`src/rtl/sdic_pkg.sv`:
```
package sdic_pkg;

   // Clock rate and idle time before standstill reduction
   localparam int unsigned CLK_HZ          = 100_000_000;
   localparam int unsigned IDLE_TIME_MS    = 1500;
   // Longest time rounds down to whole cycles
   localparam int unsigned IDLE_CYCLES     = (CLK_HZ / 1000) * IDLE_TIME_MS;

   // Ring counter width and reset position
   localparam int unsigned RING_W          = 8;
   localparam logic [7:0]  RING_RST        = 8'h00;

   // Current levels driven to the regulator
   typedef enum logic [1:0] {
      SDIC_CUR_OFF  = 2'h0,
      SDIC_CUR_HALF = 2'h1,
      SDIC_CUR_FULL = 2'h2
   } sdic_cur_t;

   // Phase drive bundle
   typedef struct packed {
      logic [7:0] ring_pos;
      sdic_cur_t  level;
   } sdic_drive_t;

endpackage

```
`src/rtl/sdic_step_dir_input_control.sv`:
```
`timescale 1ns/1ns
`default_nettype none

// Operation
// - Step on falling step edge only
// - Sense high or open: default direction
// - Sense low: opposite direction
// - Gate high: all phase currents off
// - Gate low: windings powered again
// - Ring counter advances while gated
// - Re-energise at reached ring position
// - Reduce current after idle pause
// - Restore full current at once
module sdic_step_dir_input_control
   import sdic_pkg::*;
#(
   parameter int unsigned IDLE_CNT = IDLE_CYCLES
) (
   input  wire logic        clock,       // 100 MHz system clock
   input  wire logic        resetn,      // Async reset, active low
   input  wire logic        step_n,      // Step pulse pin, active low
   input  wire logic        dir_n,       // Rotation sense pin, low = reverse
   input  wire logic        gate_n,      // Output gate pin, low = energised
   input  wire logic        reduce_n,    // Standstill reduction request, low = on
   output sdic_drive_t      drive,       // Ring position and current level
   output logic             step_pulse   // One-cycle pulse per accepted step
);

   // Synchronised pins, step edge history, ring position and idle timer
   logic [1:0]        step_s_r;
   logic [1:0]        dir_s_r;
   logic [1:0]        gate_s_r;
   logic [1:0]        red_s_r;
   logic              step_d_r;
   logic [RING_W-1:0] ring_r;
   logic [31:0]       idle_r;
   logic              idle_done_r;
   sdic_drive_t       drive_r;
   sdic_cur_t         level_nxt;

   // Two-stage synchronisers; pins are asynchronous to the clock
   // Reset to the idle pin levels so the release makes no false step edge
   always_ff @(posedge clock or negedge resetn) begin
      if (!resetn) begin
         step_s_r <= 2'b11;
         dir_s_r  <= 2'b11;
         gate_s_r <= 2'b11;
         red_s_r  <= 2'b11;
      end else begin
         step_s_r <= {step_s_r[0], step_n};
         dir_s_r  <= {dir_s_r[0], dir_n};
         gate_s_r <= {gate_s_r[0], gate_n};
         red_s_r  <= {red_s_r[0], reduce_n};
      end
   end

   // Edge history taken from second stage only
   always_ff @(posedge clock or negedge resetn) begin
      if (!resetn) begin
         step_d_r <= 1'b1;
      end else begin
         step_d_r <= step_s_r[1];
      end
   end

   assign step_pulse = step_d_r & ~step_s_r[1];

   // Ring counter runs regardless of gate, so phase stays in step with commands
   // Count while gated
   always_ff @(posedge clock or negedge resetn) begin
      if (!resetn) begin
         ring_r <= RING_RST;
      end else if (step_pulse) begin
         if (dir_s_r[1]) begin
            ring_r <= ring_r + RING_W'(1);
         end else begin
            ring_r <= ring_r - RING_W'(1);
         end
      end
   end

   // Idle timer; saturates so reduction holds through long standstill
   // Timer is 32 bits, enough for the longest pause at the full clock rate
   // Restart on step
   always_ff @(posedge clock or negedge resetn) begin
      if (!resetn) begin
         idle_r      <= 32'h0000_0000;
         idle_done_r <= 1'b0;
      end else if (step_pulse) begin
         idle_r      <= 32'h0000_0000;
         idle_done_r <= 1'b0;
      end else if (idle_r >= 32'(IDLE_CNT - 1)) begin
         idle_done_r <= 1'b1;
      end else begin
         idle_r <= idle_r + 32'h0000_0001;
      end
   end

   // Current level select
   // Gate wins over reduction, so a gated motor never draws half current
   always_comb begin
      if (gate_s_r[1]) begin
         level_nxt = SDIC_CUR_OFF;
      end else if (!red_s_r[1] && idle_done_r) begin
         level_nxt = SDIC_CUR_HALF;
      end else begin
         level_nxt = SDIC_CUR_FULL;
      end
   end

   // Registered drive output
   // Position and level move together on one edge, never apart
   always_ff @(posedge clock or negedge resetn) begin
      if (!resetn) begin
         drive_r <= '{ring_pos: RING_RST, level: SDIC_CUR_OFF};
      end else begin
         drive_r <= '{ring_pos: ring_r, level: level_nxt};
      end
   end

   // Drive bundle straight from its register
   assign drive = drive_r;

   step_edge_a: assert property (@(posedge clock) disable iff (!resetn)
      step_pulse |-> ##1 (ring_r != $past(ring_r)))
      else $error("ring did not move on step");

   ring_hold_a: assert property (@(posedge clock) disable iff (!resetn)
      !step_pulse |=> $stable(ring_r))
      else $error("ring moved without step");

   pulse_once_a: assert property (@(posedge clock) disable iff (!resetn)
      step_pulse |=> !step_pulse)
      else $error("step pulse longer than one cycle");

   dir_fwd_a: assert property (@(posedge clock) disable iff (!resetn)
      (step_pulse && dir_s_r[1]) |=> ring_r == $past(ring_r) + RING_W'(1))
      else $error("forward step wrong");

   dir_rev_a: assert property (@(posedge clock) disable iff (!resetn)
      (step_pulse && !dir_s_r[1]) |=> ring_r == $past(ring_r) - RING_W'(1))
      else $error("reverse step wrong");

   gate_off_a: assert property (@(posedge clock) disable iff (!resetn)
      gate_s_r[1] |=> drive.level == SDIC_CUR_OFF)
      else $error("current on while gated");

   gate_on_a: assert property (@(posedge clock) disable iff (!resetn)
      (!gate_s_r[1] && red_s_r[1]) |=> drive.level == SDIC_CUR_FULL)
      else $error("no current after ungate");

   gated_count_a: assert property (@(posedge clock) disable iff (!resetn)
      (step_pulse && gate_s_r[1]) |=> ring_r != $past(ring_r))
      else $error("ring stalled while gated");

   resume_pos_a: assert property (@(posedge clock) disable iff (!resetn)
      ##1 drive.ring_pos == $past(ring_r))
      else $error("drive position stale");

   idle_reduce_a: assert property (@(posedge clock) disable iff (!resetn)
      (idle_done_r && !red_s_r[1] && !gate_s_r[1]) |=> drive.level == SDIC_CUR_HALF)
      else $error("no reduction after idle");

   half_cause_a: assert property (@(posedge clock) disable iff (!resetn)
      drive.level == SDIC_CUR_HALF |-> $past(idle_done_r) && !$past(red_s_r[1]) && !$past(gate_s_r[1]))
      else $error("half current without idle request");

   idle_hold_a: assert property (@(posedge clock) disable iff (!resetn)
      (idle_done_r && !step_pulse) |=> idle_done_r)
      else $error("idle flag dropped without step");

   step_restore_a: assert property (@(posedge clock) disable iff (!resetn)
      step_pulse |=> !idle_done_r && idle_r == 32'h0000_0000)
      else $error("idle timer not restarted");

   fast_restore_a: assert property (@(posedge clock) disable iff (!resetn)
      (step_pulse && !gate_s_r[1]) ##1 !gate_s_r[1] |=> drive.level == SDIC_CUR_FULL)
      else $error("full current late");

   reduce_end_a: assert property (@(posedge clock) disable iff (!resetn)
      ($rose(red_s_r[1]) && !gate_s_r[1]) |=> drive.level == SDIC_CUR_FULL)
      else $error("full current late after reduction end");

   // Main scenarios
   cov_fwd: cover property (@(posedge clock) disable iff (!resetn) step_pulse && dir_s_r[1]);
   cov_rev: cover property (@(posedge clock) disable iff (!resetn) step_pulse && !dir_s_r[1]);
   cov_gated: cover property (@(posedge clock) disable iff (!resetn) step_pulse && gate_s_r[1]);
   cov_reduce: cover property (@(posedge clock) disable iff (!resetn) drive.level == SDIC_CUR_HALF);
   cov_resume: cover property (@(posedge clock) disable iff (!resetn) $fell(gate_s_r[1]));

endmodule

`default_nettype wire

```
`config.mk`:
```
export PLATFORM = sky130hd
export DESIGN_NAME = sdic_step_dir_input_control
export DESIGN_NICKNAME = d
export VERILOG_FILES = /design/src/rtl/sdic_pkg.sv /design/src/rtl/sdic_step_dir_input_control.sv
export SDC_FILE = /design/constraint.sdc
export NUM_CORES = 1
export LEC_CHECK = 0
export BUFFER_PORTS_ARGS = -buffer_cell sky130_fd_sc_hd__buf_2
export CAP_MARGIN = 20
export CORE_ASPECT_RATIO = 0.8
export CORE_MARGIN = 3
export CORE_UTILIZATION = 56
export CTS_BUF_LIST = sky130_fd_sc_hd__clkbuf_4
export DETAILED_ROUTE_END_ITERATION = 16
export PLACE_DENSITY_LB_ADDON = 0.08
export RECOVER_POWER = 100
export SLEW_MARGIN = 20
export SYNTH_ARGS = -nofsm -noshare
export SYNTH_HDL_FRONTEND = slang
export SYNTH_SLANG_ARGS = --single-unit
```
`constraint.sdc`:
```
create_clock -name clock -period 2.4 [get_ports clock]
set_input_delay 0 -clock clock [delete_from_list [all_inputs] [get_ports clock]]
set_output_delay 0 -clock clock [all_outputs]
set_load 0.02 [all_outputs]
```
Yosys cells after proc, flatten, opt, wreduce, memory -nomap -nowiden
Index checks and enable logic that the tools add are counted.
Storage, ports and cells
  bits in registers: 60
  latch bits: 0
  memory bits (writable): 0
  bits in read-only memories: 0
  bits of input ports: 6
  output and inout bits: 11
  word-level logic and storage cells: 27
  memories kept: 0
Operators by class
  $add $sub $neg: 3
  multiply operators: 0
  div/mod/pow operators: 0
  magnitude comparators: 1
  eq/ne operators: 1
  shifts and indexed selects: 0
  multiplexer cells: 7
  bitwise operators: 2
  reduce and logical (&&, ||, !) cells: 3
Operators by type and width (number)
  $mux W32: 2
  $add A32 B1 Y32 const B: 1
  $ge A32 B28 Y1 const B: 1
  $add A8 B1 Y8 const B: 1
  $mux W8: 1
  $sub A8 B1 Y8 const B: 1
  $mux W2: 2
  $mux W1: 2
  $ne A2 B2 Y1 const B: 1
  $reduce_bool A2 Y1: 1
  $and A1 B1 Y1: 1
  $logic_and A1 B1 Y1: 1
  $logic_not A1 Y1: 1
  $not A1 Y1: 1

Longest topological paths before layout
Gate-level depths: netlist of the first run.
  depth in word-level cells: 4
  depth in mapped cells: 9
  mapped depth without buffers: 8

Worst setup path before layout of the first run
No wires, ideal clock.
  kind: reg2reg
  from: reg idle_r[19]
  to: reg idle_r[24]
  arrival time: 2411 ps
  required time: 2322 ps
  slack: -89 ps
  stages on the path, launching flop included: 8
  path buffers: 1
  path through: dfrtp_1 or4_1 o211ai_2 nand3_1 or4_4 buf_6 or4_1 a21oi_1
On the way
  cells in the longest elaborated chain, start to end: 3
RTL lines
  start: declaration: RTL line sdic_step_dir_input_control.sv:36  | logic [31:0] idle_r;
  start signal: assignment: RTL line sdic_step_dir_input_control.sv:95  | idle_r <= idle_r + 32'h0000_0001;
  $add A32 B1 Y32: RTL line sdic_step_dir_input_control.sv:95
  $mux W32: RTL line sdic_step_dir_input_control.sv:92  | end else if (idle_r >= 32'(IDLE_CNT - 1)) begin
  $mux W32: RTL line sdic_step_dir_input_control.sv:89  | end else if (step_pulse) begin
Several ways; a longest one is shown, not always the timed one. The select of a mux whose other input is x is not followed.
A chain may end at the register's enable or synchronous reset.

Worst setup path in the final report of the first run
  from: reg idle_r[17]
  to: reg idle_r[20]
The elaborated chain is that of the path after synthesis.

==> results.sh, run 1 <==
export IMPL_postSynthCellCount=266
export IMPL_synth_area_sq_um=2770
export IMPL_die_h_um=68.9
export IMPL_diodes=0
export IMPL_reg2reg_slack_ns=-0.14
export IMPL_r2r_start="idle_r[17]$_DFFE_PN0P_"
export IMPL_finalNonFillerCells=374
export IMPL_ios=17
export IMPL_endpoint_kind="flop"
export IMPL_syn_num_nets=280
export IMPL_rsz0062_at_grt="yes"
export IMPL_antenna_found_initial=0
export IMPL_reg2reg_to="idle_r[20]$_DFFE_PN0P_"
export IMPL_holdPathStages=2
export IMPL_status="finished with violations"
export IMPL_initial_core_util_pct=59.1
export IMPL_root_buffer="clkbuf_4"
export IMPL_synth_area_leaders="dfrtp_1 (46%), dfstp_2 (8.6%), xnor2_1 (7.3%)"
export IMPL_clk_latency_ns=0.40
export IMPL_ys_types=39
export IMPL_cts_sinks=60
export IMPL_cts_buffer_depth=2
export IMPL_cap_violations=1
export IMPL_synth_most_common_cell="dfrtp_1"
export IMPL_swShare_pct=32.2
export IMPL_grt_max_degree=34
export IMPL_finalSetupViolations=6
export IMPL_rr_worst_depth=7
export IMPL_ys_ff_latch=60
export IMPL_drive_gt1_share_pct=19.1
export IMPL_p_sw_uw=895
export IMPL_synth_edf_count=0
export IMPL_rows=22
export IMPL_dpl_hpwl_um=3700
export IMPL_pwr_share_comb_pct=25.1
export IMPL_worst_hold_slack_ns=0.243
export IMPL_worst_slew_pin_slew_ns=1.74
export IMPL_path_class="flop to flop"
export IMPL_grt_ovfl_total=0
export IMPL_via_per_inst=5.62
export IMPL_synthArstFlopShare_pct=100
export IMPL_die_width_um=84.6
export IMPL_die_area_sq_um=5820
export IMPL_slew_limit_headroom_pct=-15.9
export IMPL_core_sq_um=4680
export IMPL_htree_levels=3
export IMPL_multiInputGateArea_sq_um=1240
export IMPL_wire_per_inst_um=15.1
export IMPL_utilization_pct=69.8
export IMPL_numCtsBuffers=9
export IMPL_synth_yosys_seq_area_share_pct=54.7
export IMPL_wl_um=5660
export IMPL_synth_common_cells="dfrtp_1 (51), nor2_1 (27), xnor2_1 (23), nand2_1 (22), a21oi_1 (14)"
export IMPL_p_per_area_nw_per_um2=850
export IMPL_slew_viol_final=34
export IMPL_cp_start_kind="flop"
export IMPL_leakagePower_nw=1.44
export IMPL_ys_flop_type="dfrtp_1"
export IMPL_power_frac_seq_pct=46.2
export IMPL_grt_usage_pct=21.2
export IMPL_synth_top_area_cell="dfrtp_1"
export IMPL_cp_data_required_time_ns=2.73
export IMPL_min_period_ns=2.54
export IMPL_fin_ws_ns=-0.138
export IMPL_hold_end="gate_s_r[0]$_DFF_PN1_"
export IMPL_yosysWarnings=0
export IMPL_fmax_mhz=394
export IMPL_violations="capacitance limit, slew limit, setup timing"
export IMPL_grt_pass1_wl_um=9340
export IMPL_power_frac_clock_pct=28.7
export IMPL_dr_pass1_iters=5
export IMPL_dp_slack_ns=-0.0819
export IMPL_clk_pin_slew_worst_paths_ns=0.11
export IMPL_ir_worst_vdd_uv=490
export IMPL_min_from="gate_n"
export IMPL_ant_nets=0
export IMPL_netlist_area_leader_share_pct=46.2
export IMPL_place_congestion=0.855
export IMPL_num_nets_final=323
export IMPL_cts_tree="yes"
export IMPL_drtIter0Drc=170
export IMPL_vias=2103
export IMPL_post_route_period_util_pct=106
export IMPL_skew_ns=0.0148
export IMPL_fillers=350
export IMPL_drt_drc_violations_left=0
export IMPL_port_buffers=16
export IMPL_internal_power_mw=1.88
export IMPL_grt_pass1_vias=1962
export IMPL_seqCellArea_sq_um=1510
export IMPL_dp_cells=349
export IMPL_critPathMaxFanout=5
export IMPL_hold_viol=0
export IMPL_syn_to_final_growth_pct=18.1
export IMPL_postSynthAreaPerCell_sq_um=10.4
export IMPL_hold_class="input pin to flop"
export IMPL_arrival_ns=2.87
## critical path, stage by stage, from the launching register on
cell and delay [ns]:
dfrtp_1 0.39, or4_4 0.54, o211ai_2 0.17, nand3_2 0.14, or4_4 0.59, buf_4 0.17
or3_4 0.36, a21oi_2 0.11
## power groups by stage
stage                     Clock [mW]  Combinational (mW)  Sequential, mW
after floorplan                    0               0.415            1.37
after global placement             0               0.676            1.29
after detailed placement           0               0.697            1.30
after CTS                      0.818               0.708            1.28
after global routing           0.865               0.786            1.30
final                          0.797               0.698            1.28
## area by class of cell
| type | instances | area share [%] |
|---|---|---|
| clock buffers | 9 | 2.07 |
| clock inverters | 7 | 2.76 |
| inverters | 8 | 0.919 |
| multi-input cells | 189 | 37.8 |
| flip-flops and latches | 60 | 46.3 |
| well taps | 60 | 2.30 |
| repair buffers | 41 | 7.81 |
## worst max-delay path by stage
| stage | start | endpoint | slack [ns] | cells past startpoint |
|---|---|---|---|---|
| 2_1_floorplan | idle_r[18]$_DFFE_PN0P_ | idle_r[24]$_DFFE_PN0P_ | -0.03 | 7 |
| 3_3_place_gp | idle_r[17]$_DFFE_PN0P_ | idle_r[22]$_DFFE_PN0P_ | 0.008 | 6 |
| 3_5_place_dp | idle_r[17]$_DFFE_PN0P_ | idle_r[21]$_DFFE_PN0P_ | -0.08 | 6 |
| 4_1_cts | idle_r[17]$_DFFE_PN0P_ | idle_r[24]$_DFFE_PN0P_ | -0.05 | 6 |
| 5_1_grt | idle_r[17]$_DFFE_PN0P_ | idle_r[20]$_DFFE_PN0P_ | -0.21 | 7 |
| 6_report | idle_r[17]$_DFFE_PN0P_ | idle_r[20]$_DFFE_PN0P_ | -0.14 | 7 |
## per-layer routing
| metal | share of wire (%) | vias up | track usage [%] |
|---|---|---|---|
| met2 | 46 | 50 | 32.6 |
| met1 | 47 | 1012 | 28.0 |
| li1 | - | 1035 | - |
| met3 | 5.4 | 6 | 8.19 |
| met5 | 0 | - | 0 |
| met4 | 0.87 | 0 | 6.52 |
## registers in the layout, summed over array words and instances (netlist names)
| register | count |
|---|---|
| dir_s_r | 2 |
| idle_done_r | 1 |
| ring_r | 8 |
| red_s_r | 2 |
| step_s_r | 2 |
| idle_r | 32 |
| drive | 10 |
| step_d_r | 1 |
| gate_s_r | 2 |
## per-stage QoR
stage | TNS [ns] | power (mW) | cell area, sq um
2_1_floorplan | -0.104 | 1.78 | 2770
4_1_cts | -0.187 | 2.81 | 3240
5_1_grt | -1.54 | 2.95 | 3270
3_5_place_dp | -0.264 | 2.00 | 3000
3_3_place_gp | 0 | 1.97 | 3000
6_report | -0.753 | 2.78 | 3270
## placed cells by master, fill, tap and decap left out, types with 3 or more instances in the layout
| cell | instances |
|---|---|
| xor2_1 | 3 |
| nand4_1 | 5 |
| nor4_1 | 10 |
| or4_4 | 6 |
| a21oi_1 | 10 |
| nand2_1 | 22 |
| a21oi_2 | 4 |
| nand3_1 | 11 |
| dlygate4sd3_1 | 5 |
| o31ai_1 | 6 |
| o21ai_0 | 10 |
| buf_4 | 17 |
| ha_1 | 7 |
| nor2_1 | 27 |
| dfstp_2 | 8 |
| nor3_1 | 12 |
| inv_1 | 8 |
| buf_2 | 5 |
| dfrtp_1 | 51 |
| xnor2_1 | 23 |
| clkbuf_1 | 14 |
| and2_0 | 3 |
| clkbuf_4 | 9 |
## cell families after synthesis
kind of cell               share of synthesized area [%]
xor gates and xnor gates                            8.24
DFF                                                 54.7
AOI/OAI and AO/OA                                   9.32
muxes                                              0.724
buffers and inverters                               2.71
adders and majority gates                           3.89
and+or+nand+nor                                     20.4
## repair_timing
| action | in CTS | in global routing |
|---|---|---|
| setup endpoints to repair | 5 | 7 |
| pin swaps | 3 | 2 |
| resized for setup | 3 | 10 |
| buffers inserted | 1 | 2 |
| hold endpoints to repair | 64 | 0 |
| hold buffers | 5 | 0 |
| cloned | 1 | 0 |
Note: power is estimated with default switching activity, not from simulation.
==> inputs of run 2 (changes only) <==
Settings changed: CORE_UTILIZATION 56 to 62.
Clock period 2.4 ns to 2.6 ns, I/O delays scaled along.
==> results.sh, run 2 (synthesized netlist as in run 1, its figures left out) <==
export IMPL_pwr_share_comb_pct=24.3
export IMPL_p_per_area_nw_per_um2=792
export IMPL_ant_nets=0
export IMPL_clk_pin_slew_worst_paths_ns=0.09
export IMPL_final_area_sq_um=3150
export IMPL_drive_gt1_share_pct=13.8
export IMPL_slew_limit_headroom_pct=7.05
export IMPL_numCtsBuffers=9
export IMPL_swShare_pct=31.4
export IMPL_num_nets_final=314
export IMPL_grt_max_degree=61
export IMPL_die_area_sq_um=5300
export IMPL_dpl_hpwl_um=3540
export IMPL_dr_pass1_iters=5
export IMPL_grt_pass1_vias=2032
export IMPL_largest_reg_flops=32
export IMPL_critPathMaxFanout=5
export IMPL_fin_setup_tns_ns=0
export IMPL_rows=21
export IMPL_cts_sinks=60
export IMPL_die_h_um=65.7
export IMPL_port_buffers=16
export IMPL_core_sq_um=4230
export IMPL_clk_latency_ns=0.40
export IMPL_fmax_mhz=401
export IMPL_root_buffer="clkbuf_4"
export IMPL_reg2reg_slack_ns=0.11
export IMPL_internal_power_mw=1.71
export IMPL_antenna_found_initial=0
export IMPL_finalSetupViolations=0
export IMPL_power_frac_seq_pct=47.6
export IMPL_syn_to_final_growth_pct=13.9
export IMPL_fillers=321
export IMPL_cts_buffer_depth=2
export IMPL_final_cell_mix="dfrtp_1 (51), nor2_1 (27), xnor2_1 (23)"
export IMPL_post_route_period_util_pct=96.0
export IMPL_ir_worst_vdd_uv=443
export IMPL_drtIter0Drc=173
export IMPL_cp_start_kind="flop"
export IMPL_cts_tree="yes"
export IMPL_wl_um=5410
export IMPL_regMostFlops="idle_r"
export IMPL_initial_core_util_pct=65.4
export IMPL_min_period_ns=2.49
export IMPL_cap_violations=0
export IMPL_path_class="flop to flop"
export IMPL_dpl_cell_area_sq_um=2940
export IMPL_via_per_inst=5.65
export IMPL_ios=17
export IMPL_power_frac_clock_pct=28.1
export IMPL_slew_viol_final=0
export IMPL_wire_per_inst_um=14.9
export IMPL_arrival_ns=2.82
export IMPL_status="finished, final reports clean"
export IMPL_die_width_um=80.7
export IMPL_grt_ovfl_total=0
export IMPL_diodes=0
export IMPL_layout_commonest_cell="dfrtp_1"
export IMPL_place_congestion=0.810
export IMPL_endpoint_kind="flop"
export IMPL_cp_data_required_time_ns=2.93
export IMPL_grt_usage_pct=23.5
export IMPL_vias=2046
export IMPL_htree_levels=3
export IMPL_skew_ns=0.00943
export IMPL_grt_pass1_wl_um=9420
export IMPL_hold_viol=0
export IMPL_leakagePower_nw=1.39
export IMPL_drt_drc_violations_left=0
export IMPL_hold_class="input pin to flop"
export IMPL_p_sw_uw=783
export IMPL_worst_slew_pin_slew_ns=1.39
-- run 2: cell types whose count changed in the layout (fill, tap and decap cells not counted), moves of 2 or more --
cell,before,now
a21oi_2,4,0
clkbuf_1,14,12
a21oi_1,10,14
buf_4,17,9
or4_1,2,6
clkinv_1,1,3
or4_4,6,2
-- run 2: worst paths after layout --
path,from,end,cells after the start
min in group asynchronous,resetn,idle_r[6]$_DFFE_PN0P_,3
setup reg to reg,idle_r[19]$_DFFE_PN0P_,idle_r[23]$_DFFE_PN0P_,6
hold reg to reg,step_s_r[0]$_DFF_PN1_,step_s_r[1]$_DFF_PN1_,0
setup / recovery,idle_r[19]$_DFFE_PN0P_,idle_r[23]$_DFFE_PN0P_,6
hold / removal,reduce_n,red_s_r[0]$_DFF_PN1_,2
max in group asynchronous,resetn,idle_r[14]$_DFFE_PN0P_,3
-- run 2: power by group through the flow --
| stage | Sequential, mW | Clock, mW | Combinational (mW) |
|---|---|---|---|
| 2_1_floorplan | 1.26 | 0 | 0.383 |
| 3_3_place_gp | 1.20 | 0 | 0.601 |
| 3_5_place_dp | 1.21 | 0 | 0.618 |
| 4_1_cts | 1.19 | 0.723 | 0.631 |
| 5_1_grt | 1.21 | 0.762 | 0.693 |
| 6_report | 1.19 | 0.701 | 0.606 |
-- run 2: critical path: stages, from the launching register on --
cell	delay [ns]
dfrtp_1	0.39
or4_1	0.55
o211ai_2	0.17
nand3_2	0.13
or4_4	0.56
or4_1	0.48
a21oi_1	0.15
-- run 2: timing repair --
action	CTS	global route
hold endpoints to repair	55	0
setup buffers	0	2
hold buffers	5	0
setup endpoints to repair	0	5
resized for setup	0	2
-- run 2: layer usage --
metal	vias up	GRT usage, %	share of wire [%]
li1	1020	-	-
met1	961	32.0	45
met2	59	36.0	47
met3	6	6.99	7.0
met4	0	8.44	0.87
met5	-	0	0
-- run 2: area by class of cell --
type	count	area [sq um]	share of cell area (%)
clock buffer	9	67.6	2.15
clock inverter	7	81.3	2.58
inverter	8	30.0	0.954
multi-input combinational	189	1190	37.9
sequential	60	1510	48.0
tap	57	71.3	2.26
timing repair buffer	32	193	6.12
-- run 2: metrics by stage --
stage / setup WS [ns] / utilization, % / hold WS (ns) / instances / total power [mW]
2_1_floorplan: 0.111 / - / -0.296 / 266 / 1.65
3_3_place_gp: 0.161 / 69.5 / 0.105 / 338 / 1.80
5_1_grt: -0.00962 / 74.4 / 0.215 / 362 / 2.67
3_5_place_dp: 0.105 / 69.5 / 0.106 / 338 / 1.82
6_report: 0.105 / 74.4 / 0.232 / 362 / 2.49
4_1_cts: 0.0866 / 74.2 / 0.206 / 359 / 2.54
